### src/verilog/vfx_defs.svh
/*
 * vfx_defs.svh: register offsets, field positions, reset values and fixed
 * codes of the vector flag and exception report block.
 * assumes: included by bare name from package and design files.
 */
`ifndef VFX_DEFS_SVH
`define VFX_DEFS_SVH

// apb byte offsets
`define VFX_OFS_CTRL 12'h000
`define VFX_OFS_FLAGS 12'h004
`define VFX_OFS_IRQ_STAT 12'h008
`define VFX_OFS_IRQ_MASK 12'h00c
`define VFX_OFS_SYNDROME 12'h010
`define VFX_OFS_RESTART 12'h014
`define VFX_OFS_FAULT 12'h018
`define VFX_OFS_FP_EXC 12'h01c

// control register fields
`define VFX_CTRL_TOP_EN 0
`define VFX_CTRL_HYP_TRAP 1
`define VFX_CTRL_HYP_HOST_EN 2
`define VFX_CTRL_KERN_EN 3
`define VFX_CTRL_HOST_SEL 4
`define VFX_CTRL_W 5
`define VFX_CTRL_RST 5'h0d

// flags register fields
`define VFX_FLG_V 0
`define VFX_FLG_C 1
`define VFX_FLG_Z 2
`define VFX_FLG_N 3
`define VFX_FLG_RST 4'h4

// interrupt status bits
`define VFX_IRQ_TRAP 0
`define VFX_IRQ_FP 1
`define VFX_IRQ_PFX 2
`define VFX_IRQ_W 3

// exception class for trapped vector instructions
`define VFX_EC_VECTOR 6'h19

`endif

### src/verilog/vfx_pkg.sv
/*
 * vfx_pkg: types shared by the vector flag and exception report block.
 * assumes: vfx_defs.svh on the include path.
 */
`include "vfx_defs.svh"

package vfx_pkg;

    typedef logic [1:0] vfx_el_t;

    typedef struct packed {
        logic n;
        logic z;
        logic c;
        logic v;
    } vfx_flags_s;

    typedef struct packed {
        logic more_after_last;
        logic last_or_none;
        logic term_continue;
        logic term_stop;
        logic not_last;
        logic not_first;
    } vfx_cond_s;

    // one faulting move-prefix pair
    typedef struct packed {
        logic [31:0] prefix_addr;
        logic [31:0] instr_addr;
        logic legal;
        logic prefix_changed;
        logic prefix_abort;
        logic instr_abort;
        logic [5:0] instr_class;
    } vfx_pfx_s;

endpackage : vfx_pkg

### src/verilog/vfx_core.sv
/*
 * vfx_core: vector condition flags, condition aliases, vector trap control,
 * exception class report, active-element floating-point exceptions and
 * move-prefix restart and fault addresses, with an apb register file.
 * assumes: all inputs synchronous to clock_i; event inputs are one-cycle
 * pulses qualified by ce_i; apb master follows the usual two-phase protocol.
 */
// Added by the designer: the register offsets and the APB slave port.
// Behaviour
// RL1: first active element true sets negative; overflow always cleared.
// RL2: zero cleared if any active element true, else set.
// RL3: carry cleared if last active element true, else set.
// RL4: flags come from a predicate test or a flag-setting predicate result.
// RL5: only governing-active elements count for first, any and last.
// RL6: unpredicated flag setting uses an all-true governing predicate.
// RL7: more-after-last is C and not Z; last-or-none is not C or Z.
// RL8: compare-terminate: N equal V continues, N unequal V stops.
// RL9: three-level vector traps; host select picks hyp trap or enable field.
// RL10: trapped vector or length-register access reports class 0b011001.
// RL11: floating-point exceptions only from active elements.
// RL12: legal pair, prefix changed nothing: restart at prefix address.
// RL13: legal pair, prefix changed state: restart at prefixed instruction.
// RL14: illegal pair: either address may be the restart address.
// RL15: only prefixed fetch aborts: report its syndrome and fault address.
// RL16: both fetches abort: fault address is the prefix address.
// RL17: predicate element true when its lowest bit is one.
// RL18: one predicate bit per byte, elements of 1, 2, 4 or 8 bits.
// RL19: first active is lowest true governing element, last is highest.
`timescale 1ns/1ns
`include "vfx_defs.svh"

module vfx_core import vfx_pkg::*; #(
    parameter int PB = 32
) (
    // clock, reset, enable
    input wire logic clock_i,
    input wire logic rst_i,
    input wire logic ce_i,
    // apb slave
    input wire logic psel,
    input wire logic penable,
    input wire logic pwrite,
    input wire logic [11:0] paddr,
    input wire logic [31:0] pwdata,
    output logic [31:0] prdata,
    output logic pready,
    output logic pslverr,
    // predicate test
    input wire logic test_valid_i,
    input wire logic test_unpred_i,
    input wire logic [PB-1:0] test_gov_i,
    input wire logic [PB-1:0] test_res_i,
    input wire logic [1:0] test_esize_i,
    // compare and terminate
    input wire logic compare_terminate_op_valid_i,
    input wire logic compare_terminate_op_n_i,
    input wire logic compare_terminate_op_v_i,
    // flag view
    output vfx_flags_s flags_o,
    output vfx_cond_s cond_o,
    // vector instruction trap check
    input wire logic vec_exec_i,
    input wire logic vec_len_reg_i,
    input wire vfx_el_t cur_el_i,
    output logic vec_trap_o,
    output vfx_el_t trap_el_o,
    // floating point
    input wire logic fp_valid_i,
    input wire logic [PB-1:0] fp_gov_i,
    input wire logic [1:0] fp_esize_i,
    input wire logic [PB-1:0] fp_raw_i,
    output logic [PB-1:0] fp_exc_o,
    // move-prefix pair fault
    input wire logic pfx_valid_i,
    input wire vfx_pfx_s pfx_i,
    input wire logic pfx_pick_instr_i,
    output logic [31:0] restart_addr_o,
    output logic [31:0] fault_addr_o,
    output logic [5:0] class_o,
    // interrupt
    output logic irq_o
);
    logic [`VFX_CTRL_W-1:0] ctrl_r;
    vfx_flags_s flags_r;
    logic [`VFX_IRQ_W-1:0] stat_r;
    logic [`VFX_IRQ_W-1:0] mask_r;
    logic [5:0] class_r;
    logic [31:0] restart_r;
    logic [31:0] fault_r;
    logic [PB-1:0] fp_exc_r;
    logic vec_trap_r;
    vfx_el_t trap_el_r;
    logic [31:0] rdata_r;
    logic slverr_r;

    logic [PB-1:0] t_gov;
    logic [PB-1:0] t_act;
    logic t_first;
    logic t_any;
    logic t_last;
    logic [PB-1:0] f_act;
    logic trap_hit;
    vfx_el_t trap_el;
    logic wr_en;
    logic rd_en;
    logic mapped;
    logic [`VFX_IRQ_W-1:0] events;

    assign t_gov = test_unpred_i ? {PB{1'b1}} : test_gov_i; // RL6

    vfx_pred_scan #(.PB(PB)) u_test_scan (
        .gov_i(t_gov),
        .res_i(test_res_i),
        .esize_i(test_esize_i),
        .active_o(t_act),
        .first_o(t_first),
        .any_o(t_any),
        .last_o(t_last)
    );

    vfx_pred_scan #(.PB(PB)) u_fp_scan (
        .gov_i(fp_gov_i),
        .res_i(fp_raw_i),
        .esize_i(fp_esize_i),
        .active_o(f_act),
        .first_o(),
        .any_o(),
        .last_o()
    );

    // apb: zero wait state, every access answered in its first access cycle
    assign pready = 1'b1;
    assign wr_en = ce_i && psel && penable && pwrite;
    assign rd_en = ce_i && psel && !penable && !pwrite;
    always_comb begin
        unique case (paddr)
            `VFX_OFS_CTRL, `VFX_OFS_FLAGS, `VFX_OFS_IRQ_STAT, `VFX_OFS_IRQ_MASK,
            `VFX_OFS_SYNDROME, `VFX_OFS_RESTART, `VFX_OFS_FAULT, `VFX_OFS_FP_EXC: mapped = 1'b1;
            default: mapped = 1'b0;
        endcase
    end

    always_ff @(posedge clock_i) begin
        if (rst_i) begin
            ctrl_r <= `VFX_CTRL_RST;
        end else if (wr_en && paddr == `VFX_OFS_CTRL) begin
            ctrl_r <= pwdata[`VFX_CTRL_W-1:0];
        end
    end

    always_ff @(posedge clock_i) begin
        if (rst_i) begin
            mask_r <= '0;
        end else if (wr_en && paddr == `VFX_OFS_IRQ_MASK) begin
            mask_r <= pwdata[`VFX_IRQ_W-1:0];
        end
    end

    // read data latched in the setup cycle so it is steady through access
    always_ff @(posedge clock_i) begin
        if (rst_i) begin
            rdata_r <= '0;
            slverr_r <= 1'b0;
        end else if (ce_i && psel && !penable) begin
            slverr_r <= !mapped;
            rdata_r <= '0;
            if (rd_en) begin
                unique case (paddr)
                    `VFX_OFS_CTRL: rdata_r <= 32'(ctrl_r);
                    `VFX_OFS_FLAGS: rdata_r <= 32'({flags_r.n, flags_r.z, flags_r.c, flags_r.v});
                    `VFX_OFS_IRQ_STAT: rdata_r <= 32'(stat_r);
                    `VFX_OFS_IRQ_MASK: rdata_r <= 32'(mask_r);
                    `VFX_OFS_SYNDROME: rdata_r <= 32'(class_r);
                    `VFX_OFS_RESTART: rdata_r <= restart_r;
                    `VFX_OFS_FAULT: rdata_r <= fault_r;
                    `VFX_OFS_FP_EXC: rdata_r <= 32'(fp_exc_r);
                    default: rdata_r <= '0;
                endcase
            end
        end
    end
    assign prdata = rdata_r;
    assign pslverr = psel && penable && slverr_r;

    // condition flags: a test rewrites all four, compare-terminate only N and V
    always_ff @(posedge clock_i) begin
        if (rst_i) begin
            flags_r <= `VFX_FLG_RST;
        end else if (ce_i && test_valid_i) begin // RL4
            flags_r.n <= t_first; // RL1
            flags_r.z <= !t_any; // RL2
            flags_r.c <= !t_last; // RL3
            flags_r.v <= 1'b0; // RL1
        end else if (ce_i && compare_terminate_op_valid_i) begin
            flags_r.n <= compare_terminate_op_n_i; // RL8
            flags_r.v <= compare_terminate_op_v_i; // RL8
        end
    end
    assign flags_o = flags_r;

    always_comb begin
        cond_o.more_after_last = flags_r.c && !flags_r.z; // RL7
        cond_o.last_or_none = !flags_r.c || flags_r.z; // RL7
        cond_o.term_continue = flags_r.n == flags_r.v; // RL8
        cond_o.term_stop = flags_r.n != flags_r.v; // RL8
        cond_o.not_last = flags_r.c;
        cond_o.not_first = !flags_r.n;
    end

    // trap check, most privileged control first; trap goes to that level
    always_comb begin
        trap_hit = 1'b0;
        trap_el = 2'h0;
        if (!ctrl_r[`VFX_CTRL_TOP_EN]) begin // RL9
            trap_hit = 1'b1;
            trap_el = 2'h3;
        end else if (cur_el_i != 2'h3 && !ctrl_r[`VFX_CTRL_HOST_SEL] && ctrl_r[`VFX_CTRL_HYP_TRAP]) begin // RL9
            trap_hit = 1'b1;
            trap_el = 2'h2;
        end else if (cur_el_i != 2'h3 && ctrl_r[`VFX_CTRL_HOST_SEL] && !ctrl_r[`VFX_CTRL_HYP_HOST_EN]) begin // RL9
            trap_hit = 1'b1;
            trap_el = 2'h2;
        end else if (cur_el_i <= 2'h1 && !ctrl_r[`VFX_CTRL_KERN_EN]) begin // RL9
            trap_hit = 1'b1;
            trap_el = 2'h1;
        end
    end

    always_ff @(posedge clock_i) begin
        if (rst_i) begin
            vec_trap_r <= 1'b0;
            trap_el_r <= 2'h0;
        end else if (ce_i) begin
            vec_trap_r <= (vec_exec_i || vec_len_reg_i) && trap_hit;
            if ((vec_exec_i || vec_len_reg_i) && trap_hit) begin
                trap_el_r <= trap_el;
            end
        end
    end
    assign vec_trap_o = vec_trap_r;
    assign trap_el_o = trap_el_r;

    // syndrome, restart and fault addresses; a trap and a prefix fault in
    // one cycle cannot both be architectural, the trap is reported
    always_ff @(posedge clock_i) begin
        if (rst_i) begin
            class_r <= 6'h00;
            restart_r <= 32'h0000_0000;
            fault_r <= 32'h0000_0000;
        end else if (ce_i && (vec_exec_i || vec_len_reg_i) && trap_hit) begin
            class_r <= `VFX_EC_VECTOR; // RL10
        end else if (ce_i && pfx_valid_i) begin
            if (pfx_i.legal) begin
                restart_r <= pfx_i.prefix_changed ? pfx_i.instr_addr : pfx_i.prefix_addr; // RL12 RL13
            end else begin
                restart_r <= pfx_pick_instr_i ? pfx_i.instr_addr : pfx_i.prefix_addr; // RL14
            end
            if (pfx_i.prefix_abort) begin
                fault_r <= pfx_i.prefix_addr; // RL16
            end else if (pfx_i.instr_abort) begin
                fault_r <= pfx_i.instr_addr; // RL15
                class_r <= pfx_i.instr_class; // RL15
            end
        end
    end
    assign class_o = class_r;
    assign restart_addr_o = restart_r;
    assign fault_addr_o = fault_r;

    always_ff @(posedge clock_i) begin
        if (rst_i) begin
            fp_exc_r <= '0;
        end else if (ce_i && fp_valid_i) begin
            fp_exc_r <= fp_raw_i & f_act; // RL11
        end
    end
    assign fp_exc_o = fp_exc_r;

    // sticky status: a new event wins over a write-one clear
    assign events[`VFX_IRQ_TRAP] = (vec_exec_i || vec_len_reg_i) && trap_hit;
    assign events[`VFX_IRQ_FP] = fp_valid_i && |(fp_raw_i & f_act);
    assign events[`VFX_IRQ_PFX] = pfx_valid_i;
    always_ff @(posedge clock_i) begin
        if (rst_i) begin
            stat_r <= '0;
        end else if (ce_i) begin
            stat_r <= (stat_r & ~((wr_en && paddr == `VFX_OFS_IRQ_STAT) ? pwdata[`VFX_IRQ_W-1:0] : '0)) | events;
        end
    end
    assign irq_o = |(stat_r & mask_r);
endmodule : vfx_core

### src/verilog/vfx_pred_scan.sv
/*
 * vfx_pred_scan: finds the active elements of a governing predicate and the
 * first, any and last results of a tested predicate over them.
 * assumes: one predicate bit per vector byte; esize_i is log2 of the element
 * width in predicate bits (0..3); purely combinational.
 */
`timescale 1ns/1ns

module vfx_pred_scan #(
    parameter int PB = 32
) (
    // predicates
    input wire logic [PB-1:0] gov_i,
    input wire logic [PB-1:0] res_i,
    input wire logic [1:0] esize_i,
    // results
    output logic [PB-1:0] active_o,
    output logic first_o,
    output logic any_o,
    output logic last_o
);
    logic [PB-1:0] hit;
    logic [3:0] emask;

    assign emask = 4'((4'h1 << esize_i) - 4'h1);

    // only the lowest bit of each element is looked at
    for (genvar i = 0; i < PB; i++) begin : g_lane
        logic [3:0] lidx;
        assign lidx = 4'(i % 16);
        assign active_o[i] = ((lidx & emask) == 4'h0) && gov_i[i]; // RL17 RL18 RL5
        assign hit[i] = active_o[i] & res_i[i];
    end

    assign any_o = |hit; // RL2

    // lowest active element wins first, highest wins last
    always_comb begin
        first_o = 1'b0;
        last_o = 1'b0;
        for (int i = PB - 1; i >= 0; i--) begin
            if (active_o[i]) begin
                first_o = res_i[i]; // RL19
            end
        end
        for (int i = 0; i < PB; i++) begin
            if (active_o[i]) begin
                last_o = res_i[i]; // RL19
            end
        end
    end

endmodule : vfx_pred_scan

### config.mk
export PLATFORM = sky130hd
export DESIGN_NAME = vfx_core
export DESIGN_NICKNAME = d
export VERILOG_FILES = /design/src/verilog/vfx_pkg.sv /design/src/verilog/vfx_core.sv /design/src/verilog/vfx_pred_scan.sv
export VERILOG_INCLUDE_DIRS = /design/src /design/src/verilog
export SDC_FILE = /design/constraint.sdc
export NUM_CORES = 1
export LEC_CHECK = 0
export BUFFER_PORTS_ARGS = -buffer_cell sky130_fd_sc_hd__buf_2
export CORE_AREA = 2 2 162 164
export CTS_BUF_LIST = sky130_fd_sc_hd__clkbuf_16
export CTS_CLUSTER_SIZE = 24
export DETAILED_ROUTE_END_ITERATION = 10
export DIE_AREA = 0 0 164 166
export SYNTH_ARGS = -nofsm -noshare
export SYNTH_HDL_FRONTEND = slang
export SYNTH_SLANG_ARGS = --single-unit
### constraint.sdc
create_clock -name clock_i -period 1.6 [get_ports clock_i]
set_input_delay 0.08 -clock clock_i [delete_from_list [all_inputs] [get_ports clock_i]]
set_output_delay 0.08 -clock clock_i [all_outputs]
set_load 0.02 [all_outputs]
==> results of run 1 <==
==> synth_stat cells (4+ instances only) <==
| library cell | count |
|---|---|
| buf_2 | 13 |
| o21ai_1 | 35 |
| and3_1 | 4 |
| nand3_1 | 16 |
| a22oi_1 | 34 |
| mux2i_1 | 89 |
| nand2b_1 | 9 |
| dfxtp_1 | 153 |
| o21ai_0 | 23 |
| a32oi_1 | 22 |
| nor2b_1 | 9 |
| a221oi_1 | 10 |
| and2_1 | 4 |
| o21a_1 | 4 |
| a2bb2oi_1 | 4 |
| buf_1 | 7 |
| nor3_1 | 17 |
| o221ai_1 | 4 |
| nand3b_1 | 5 |
| nor2_1 | 129 |
| o211ai_1 | 7 |
| a21oi_1 | 39 |
| a31oi_1 | 6 |
| nand2_1 | 84 |
| nand4_1 | 8 |
| nor4_1 | 5 |
| or2_2 | 4 |
| inv_1 | 17 |
| clkbuf_1 | 55 |
| a22o_1 | 29 |
| or3_1 | 4 |
| a211oi_1 | 67 |
==> stage by stage <==
stage               area (um^2)  setup WS [ps]  util (%)
finish                    13500           -127      52.6
global route              13500           -181      52.6
CTS                       13000          -18.6      50.7
detailed placement        11500           -375      44.9
global placement          11500           -335      44.9
floorplan                  8400          -81.1         -
==> cells by family (layout without fill, tap and decap cells) <==
group,after synthesis,in the layout,synth area share [%]
AO/OA/AOI/OAI,333,334,29.0
flip-flops,153,153,36.7
other,1,5,0.0449
buffers and inverters,97,649,4.87
multiplexers,92,92,11.2
XOR/XNOR,1,1,0.105
AND/OR/NAND/NOR,321,321,18.1
==> final cells by class <==
| class | count | area [um^2] | area share, % |
|---|---|---|---|
| antenna | 4 | 10.0 | 0.0743 |
| clock buffer | 17 | 425 | 3.16 |
| clock inverter | 14 | 221 | 1.64 |
| inverter | 17 | 63.8 | 0.473 |
| multi-input combinational | 749 | 5280 | 39.1 |
| sequential | 153 | 3070 | 22.8 |
| tap | 335 | 419 | 3.11 |
| timing repair buffer | 601 | 3990 | 29.6 |
==> worst max-delay path, cell delays in order (launching register included) <==
cell,delay (ps)
dfxtp_2,350
a22o_1,200
o221ai_4,130
a21oi_4,280
o21a_4,280
clkbuf_16,190
nor2_1,40
a211oi_1,160
==> per-layer routing <==
| metal | track usage, % | up-vias |
|---|---|---|
| met5 | 0 | - |
| li1 | - | 4869 |
| met3 | 4.82 | 72 |
| met4 | 8.47 | 2 |
| met2 | 42.8 | 502 |
| met1 | 38.4 | 5064 |
==> registers in the layout (all words and copies together) (netlist names) <==
name and flops:
fault_addr_o 32, fp_exc_o 32, prdata 32, restart_addr_o 32, class_o 6, ctrl_r 5
flags_o 3, mask_r 3, stat_r 3, trap_el_o 2, cond_o 1, slverr_r 1
vec_trap_o 1
==> how the worst max path moves through the flow <==
| stage | from | endpoint | slack (ps) |
|---|---|---|---|
| finish | ctrl_r[4] | fault_addr_o[25] | -130 |
| floorplan | test_unpred_i | flags_o[3] | -80 |
| detailed placement | test_unpred_i | flags_o[2] | -370 |
| global route | ctrl_r[4] | fault_addr_o[22] | -180 |
| CTS | ctrl_r[4] | fault_addr_o[12] | -20 |
| global placement | test_unpred_i | flags_o[2] | -340 |
==> cell usage in the layout, fill, tap and decap left out, types with 4 or more instances in the layout <==
cell / count
buf_2: 386
dfxtp_1: 149
buf_4: 118
nor2_1: 100
mux2i_1: 88
nand2_1: 83
dlygate4sd3_1: 75
o21ai_1: 37
a21oi_1: 37
a211oi_2: 35
a22oi_1: 34
a211oi_1: 32
a22o_1: 29
nor2_2: 24
clkbuf_16: 23
a32oi_1: 22
o21ai_0: 21
inv_1: 18
nor3_1: 16
nand3_1: 16
nand2b_1: 9
a221oi_1: 9
buf_12: 9
nand4_1: 8
o211ai_1: 7
nor2b_1: 7
a31oi_1: 6
nor2_4: 6
buf_6: 6
nand3b_1: 5
nor4_1: 5
bufinv_16: 5
diode_2: 4
and3_1: 4
or3_1: 4
and2_1: 4
or2_2: 4
a2bb2oi_1: 4
dfxtp_2: 4
==> where the power goes <==
part	switching (mW)	total (mW)	internal [mW]
combinational	1.34	2.46	1.12
clock	1.74	4.53	2.79
sequential	0.153	4.10	3.95
total	3.24	11.1	7.86
==> repair_timing <==
action	4_1_cts	5_1_grt
setup endpoints to repair	65	84
pin swaps	4	37
hold buffers	75	0
gates resized for setup	17	74
gates cloned	1	9
setup buffers	0	3
hold endpoints to repair	57	0
==> impl_metrics.ini, run 1 <==
[logic_synthesis]
ys_async_sr_fraction_pct = 0
synth_top_cell_by_area = dfxtp_1
synthDominantCellAreaShare_pct = 36.7
synth_seq_cells = 153
synth_edf_count = 0
seq_area_frac_synth_pct = 36.7
synth_fp_nets = 1266
synth_warnings = 0
syn_area_mm2 = 0.00835
ys_types = 79
netlist_instances = 998
synthTopCellsByArea = dfxtp_1 (37%), mux2i_1 (11%), a211oi_1 (6.0%)
synth_area_per_cell_um2 = 8.36
yosys_most_used_dff = dfxtp_1

[cts]
numClockSinks = 153
cts_tree = built
clock_latency_ps = 420
ctsLongestPathBuffers = 2
clk_pin_slew_ps = 70
htreeDepth = 4
cts_inserted_buffers = 17
cts-root-buf = clkbuf_16

[sta]
relSlewSlack_pct = 36.2
min_period_over_period_pct = 108
worst_slew_pin_slew_ps = 957
maxSlewViolCount = 0
setup_tns_ps = -4380
min_period_ps = 1730
rsz0062_at_grt = true
finalWorstSetupSlack_ps = -127
holdWs_ps = 9.94
fin_skew_ps = 15.3
hold_viol_final = 0
fmaxAchievable_mhz = 579
finalSetupViolations = 65

[setup_path]
r2r_end = fault_addr_o[25]
worst_ep_required_time_ps = 1940
r2r_cells = 7
startpoint_type = flop
cp.arrival_ps = 2060
reg2reg_from = ctrl_r[4]
crit_fanout = 7
critPathKind = flop to flop
endpoint_kind = flop
r2r_setup_slack_ps = -130

[outcome]
status = finished with violations
violations = negative setup slack

[floorplan]
start_util_pct = 32.6
io_pins = 418
rows = 59
die_w_um = 164
die_area_mm2 = 0.0272
core_area_mm2 = 0.0256
die_y_um = 166

[placed_design]
dp_cells = 1767
hpwl_um = 29500
io_buffers = 389
place.gp.congestion = 0.945

[worst_hold_path]
holdCritPathClass = input pin to flop
hold_path_depth = 3
min_to = restart_addr_o[8]
hp-start = pfx_i[50]

[power_and_ir_drop]
ir_drop_mv = 0.602
p_leak_nw = 6.02
power_density_mw_per_mm2 = 823
power_mw = 11.1

[detailed_routing]
via_per_inst = 5.56
antenna_left = 0
wl_met2_um = 18200
wl_met1_um = 17700
dr_total_vias = 10500
wl_um = 40200
drt_iter0_drc = 859
route.met3.wl_um = 2950
route.detailed.drc = 0
first_pass_iters = 6
avgRoutedWirePerCell_um = 21.2
highest_layer = met5

[grt]
globalRouteOverflowTotal = 0
grt_pass1_vias = 9784
grt.total_usage_pct = 27.4
grt_pass1_wl_um = 57400
grt_max_degree = 74
antenna_found_initial = 4

[final_layout]
finalNetCount = 1807
instances_no_fill = 1890
syn2layout_area_growth_pct = 61.5
fillers = 2424
drive_above_1_share_pct = 42.4

[flow_run]
max-cap-violations = 0
No activity file was read; power rests on OpenSTA's default activity.
==> run 2: changes to the inputs <==
--- a/config.mk
+++ b/config.mk
@@ -12,6 +12,8 @@
 export CTS_CLUSTER_SIZE = 24
 export DETAILED_ROUTE_END_ITERATION = 10
 export DIE_AREA = 0 0 164 166
+export GPL_ROUTABILITY_DRIVEN = 0
+export SETUP_SLACK_MARGIN = 0.5
 export SYNTH_ARGS = -nofsm -noshare
 export SYNTH_HDL_FRONTEND = slang
 export SYNTH_SLANG_ARGS = --single-unit
==> run 2 against run 1 <==
Clock skew grew 0.54 ps. Core utilization grew 6.2 points. Critical path depth grew 1. Final area grew 12%. The flow still finishes with violations (negative setup slack). Clock power shrank 7.9%.
==> impl_metrics.ini, run 2 (same netlist as run 1, synthesis figures left out) <==
[final_layout]
seq_area_mm2 = 0.00319
post-route-util_pct = 58.8
final_cell_mix = buf_2 (318), buf_4 (134), mux2i_1 (88), nand2_1 (81), dfxtp_2 (77)
multi_input_area_mm2 = 0.00608
syn2layout_area_growth_pct = 80.4
final_common_cell = buf_2
fillers = 2213
drive_above_1_share_pct = 55.7
finalNetCount = 1818

[floorplan]
die_y_um = 166
io_pins = 418
start_util_pct = 32.6
die_area_mm2 = 0.0272
rows = 59
die_w_um = 164
core_area_mm2 = 0.0256

[sta]
fmaxAchievable_mhz = 594
min_period_ps = 1680
setup_tns_ps = -1280
fin_skew_ps = 15.9
maxSlewViolCount = 0
holdWs_ps = 10.1
relSlewSlack_pct = 48.5
min_period_over_period_pct = 105
hold_viol_final = 0
rsz0062_at_grt = true
finalWorstSetupSlack_ps = -84.7
worst_slew_pin_slew_ps = 772
finalSetupViolations = 36

[cts]
ctsLongestPathBuffers = 2
clock_latency_ps = 440
cts-root-buf = clkbuf_16
cts_inserted_buffers = 17
htreeDepth = 4
clk_pin_slew_ps = 80
numClockSinks = 153
cts_tree = built

[grt]
globalRouteOverflowTotal = 0
grt_pass1_vias = 10300
antenna_found_initial = 8
grt_max_degree = 56
grt_pass1_wl_um = 59200
grt.total_usage_pct = 28.1

[setup_path]
cp.buffers_inverters = 3
cp.arrival_ps = 2030
r2r_setup_slack_ps = -80
cp_common_cell = buf_4
crit_family = compound AO/OA/AOI/OAI gates
critical-path-slowest-cell = dfxtp_4
cpPeakStageDelay_ps = 390
critPathKind = flop to flop
endpoint_kind = flop
reg2reg_from = ctrl_r[4]
worst_ep_required_time_ps = 1940
path_cells = a22o_4, o221ai_4, a21oi_4, buf_12, buf_4, buf_4, nor2_4, a211oi_2
cp-startpoint = ctrl_r[4]
crit_fanout = 9
startpoint_type = flop

[power_and_ir_drop]
power.share.sequential_pct = 37.2
p_leak_nw = 6.51
power_density_mw_per_mm2 = 738
p_sw_share_pct = 32.1
combPwrFrac_pct = 25.3
clkPwrFrac_pct = 37.5
ir_drop_mv = 0.733
power.internal_mw = 7.55
power_mw = 11.1
switching_power_mw = 3.57

[detailed_routing]
drt_iter0_drc = 746
route.detailed.drc = 0
wl_um = 39900
via_per_inst = 5.51
dr_total_vias = 10500
first_pass_iters = 5
avgRoutedWirePerCell_um = 20.9
antenna_left = 0

[flow_run]
max-cap-violations = 0

[placed_design]
dp_slack_ps = -409
io_buffers = 389
hpwl_um = 27300

[worst_hold_path]
hp-start = pwrite
holdCritPathClass = input pin to flop

[outcome]
violations = negative setup slack
status = finished with violations
run 2: changes by cell type in the layout (fill, tap and decap cells not counted), moves of 10 or more:
cell      previous run  this run
a22oi_1             34         7
a211oi_1            32        16
dfxtp_1            149        68
nor2_1             100        75
dfxtp_2              4        77
a211oi_2            35        51
a22oi_2              0        27
buf_4              118       134
buf_16               1        11
buf_6                6        46
nor2_4               6        41
buf_2              386       318
run 2: path summary, 6_finish.rpt:
check,endpoint,cells after the start
worst max-delay path,restart_addr_o[4],8
worst min register to register,prdata[11],2
worst min-delay path,prdata[2],4
worst max register to register,restart_addr_o[4],8
run 2: power by group through the flow:
stage	logic, mW	registers, mW	clock network (mW)
floorplan	1.14	4.32	0
global placement	2.24	4.19	0
detailed placement	2.25	4.19	0
CTS	2.62	4.12	4.22
global route	2.99	4.15	4.36
finish	2.81	4.13	4.17
run 2: final cells by class:
type	count	area share, %
Clock buffer	17	2.83
Multi-Input combinational cell	752	40.4
Antenna cell	7	0.116
Sequential cell	153	21.2
Tap cell	335	2.78
Inverter	17	0.424
Timing Repair Buffer	609	31.1
Clock inverter	15	1.19
run 2: metrics by stage:
step           cells  instance area, um^2
2_1_floorplan    998                 9240
3_3_place_gp    1732                11900
3_5_place_dp    1732                11900
4_1_cts         1881                14400
5_1_grt         1904                15100
6_report        1905                15100
run 2: worst reg2reg max path, delay by kind of cell (launching register included):
kind,cells,cell delay [ps]
buffers and inverters,3,500
DFF,1,390
and+or+nand+nor,1,30
AOI/OAI and AO/OA,4,690
run 2: layer usage:
metal  wire (um)  vias to the layer above  track usage [%]
met4        1060                        2             9.34
met2       19800                      449             47.8
met1       16300                     5073             35.0
li1            -                     4910                -
met5          13                        -                0
met3        2650                       65             6.07
run 2: repair_timing:
item                                    4_1_cts  5_1_grt
resized for setup                           229      119
setup buffers                                33       10
cloned                                       12        6
hold endpoints to repair                     50        1
hold buffers                                 72        1
pin swaps                                    92       32
endpoints found under the setup margin      186      197
==> run 3: changes to the inputs <==
--- a/config.mk
+++ b/config.mk
@@ -13,6 +13,7 @@
 export DETAILED_ROUTE_END_ITERATION = 10
 export DIE_AREA = 0 0 164 166
 export GPL_ROUTABILITY_DRIVEN = 0
+export RECOVER_POWER = 50
 export SETUP_SLACK_MARGIN = 0.5
 export SYNTH_ARGS = -nofsm -noshare
 export SYNTH_HDL_FRONTEND = slang
==> run 3 against run 2 <==
The flow still finishes with violations (negative setup slack). Sequential cell count did not move. Non-clock buffer count is the same. Wire length increased by 0.18%. Sequential power barely moved. Clock skew grew 0.73 ps. Total power is 0.33% lower. Final area fell by 1.2%. Register-to-register slack is essentially flat. Critical path type unchanged.
==> impl_metrics.ini, run 3 (same netlist as run 1, synthesis figures left out) <==
[outcome]
status = finished with violations
violations = negative setup slack

[setup_path]
cpPeakStageDelay_ps = 390
crit_family = compound AO/OA/AOI/OAI gates
worst_ep_required_time_ps = 1940
cp_common_cell = buf_4
cp.buffers_inverters = 3
path_cells = a22o_4, o221ai_4, a21oi_4, buf_12, buf_4, buf_4, nor2_4, a211oi_2
r2r_setup_slack_ps = -90
critPathKind = flop to flop
cp.arrival_ps = 2020
critical-path-slowest-cell = dfxtp_4
startpoint_type = flop
endpoint_kind = flop
crit_fanout = 9

[sta]
rsz0062_at_grt = true
finalWorstSetupSlack_ps = -85.2
finalSetupViolations = 38
relSlewSlack_pct = 48.2
maxSlewViolCount = 0
fin_skew_ps = 16.6
worst_slew_pin_slew_ps = 778
hold_viol_final = 0
fmaxAchievable_mhz = 593
min_period_over_period_pct = 105
min_period_ps = 1690

[cts]
htreeDepth = 4
numClockSinks = 153
cts_inserted_buffers = 17
cts_tree = built
clk_pin_slew_ps = 70
clock_latency_ps = 430
cts-root-buf = clkbuf_16
ctsLongestPathBuffers = 2

[power_and_ir_drop]
power_mw = 11.1
p_leak_nw = 6.21
power_density_mw_per_mm2 = 745
ir_drop_mv = 0.732

[placed_design]
dp_cells = 1732
dp_slack_ps = -409
io_buffers = 389
hpwl_um = 27300

[final_layout]
instances_no_fill = 1905
final_common_cell = buf_2
syn2layout_area_growth_pct = 78.2
drive_above_1_share_pct = 49.9
finalNetCount = 1818
final_cell_mix = buf_2 (261), buf_4 (125), dfxtp_1 (89), mux2i_1 (88), nand2_1 (81)

[floorplan]
start_util_pct = 32.6
io_pins = 418
die_y_um = 166
rows = 59
die_area_mm2 = 0.0272
core_area_mm2 = 0.0256
die_w_um = 164

[grt]
grt_pass1_vias = 10300
globalRouteOverflowTotal = 0
grt_pass1_wl_um = 59200
grt.total_usage_pct = 28.1
grt_max_degree = 56
antenna_found_initial = 8

[detailed_routing]
antenna_left = 0
route.detailed.drc = 0
dr_total_vias = 10500
wl_um = 40000
avgRoutedWirePerCell_um = 21.0
drt_iter0_drc = 742
first_pass_iters = 6
via_per_inst = 5.52

[worst_hold_path]
holdCritPathClass = input pin to flop

[flow_run]
max-cap-violations = 0
-- run 3: routing by layer --
layer	track usage (%)	vias to the layer above	part of all wire, %
met5	0	-	0.033
met4	9.34	2	2.7
met3	6.07	65	6.7
met2	47.8	426	50
met1	35.0	5113	41
li1	-	4906	-
-- run 3: area by class of cell --
class	count	area, um^2
clock inverter	15	179
tap	335	419
sequential	153	3160
multi-input combinational	752	6050
antenna	7	17.5
inverter	17	63.8
fill	2289	10700
timing repair buffer	609	4560
clock buffer	17	425
-- run 3: worst paths after layout --
check,from,endpoint,depth (start not counted)
setup / recovery,ctrl_r[4],restart_addr_o[4],8
hold / removal,pfx_i[66],restart_addr_o[24],3
setup reg to reg,ctrl_r[4],restart_addr_o[4],8
hold reg to reg,prdata[11],prdata[11],2
-- run 3: report_power, final --
| part | internal [mW] | switching [mW] | leakage [nW] |
|---|---|---|---|
| combinational | 1.33 | 1.46 | 4.65 |
| clock | 2.24 | 1.93 | 0.285 |
| sequential | 3.95 | 0.174 | 1.27 |
-- run 3: per-stage QoR --
step / hold WS (ps) / instance area (um^2) / setup TNS, ps / utilization (%)
global route: 7.06 / 14900 / -5610 / 58.1
CTS: 0.418 / 14400 / -875 / 56.4
floorplan: 200 / 9240 / -118 / -
detailed placement: 308 / 11900 / -2170 / 46.3
global placement: 298 / 11900 / -1130 / 46.3
finish: 12.9 / 14900 / -1390 / 58.1
-- run 3: timing repair --
| action | in CTS | in global routing |
|---|---|---|
| cloned | 12 | 6 |
| endpoints found under the hold margin | 50 | 1 |
| setup buffers | 33 | 10 |
| hold buffers | 72 | 1 |
| gates resized for setup | 229 | 119 |
| pin swaps | 92 | 32 |
| endpoints found under the setup margin | 186 | 197 |
-- run 3: tightest hold or removal path, delay by kind of cell --
kind	cells	cell delay (ps)
AO/OA/AOI/OAI	1	80
multiplexers	1	120
buffers and inverters	1	110
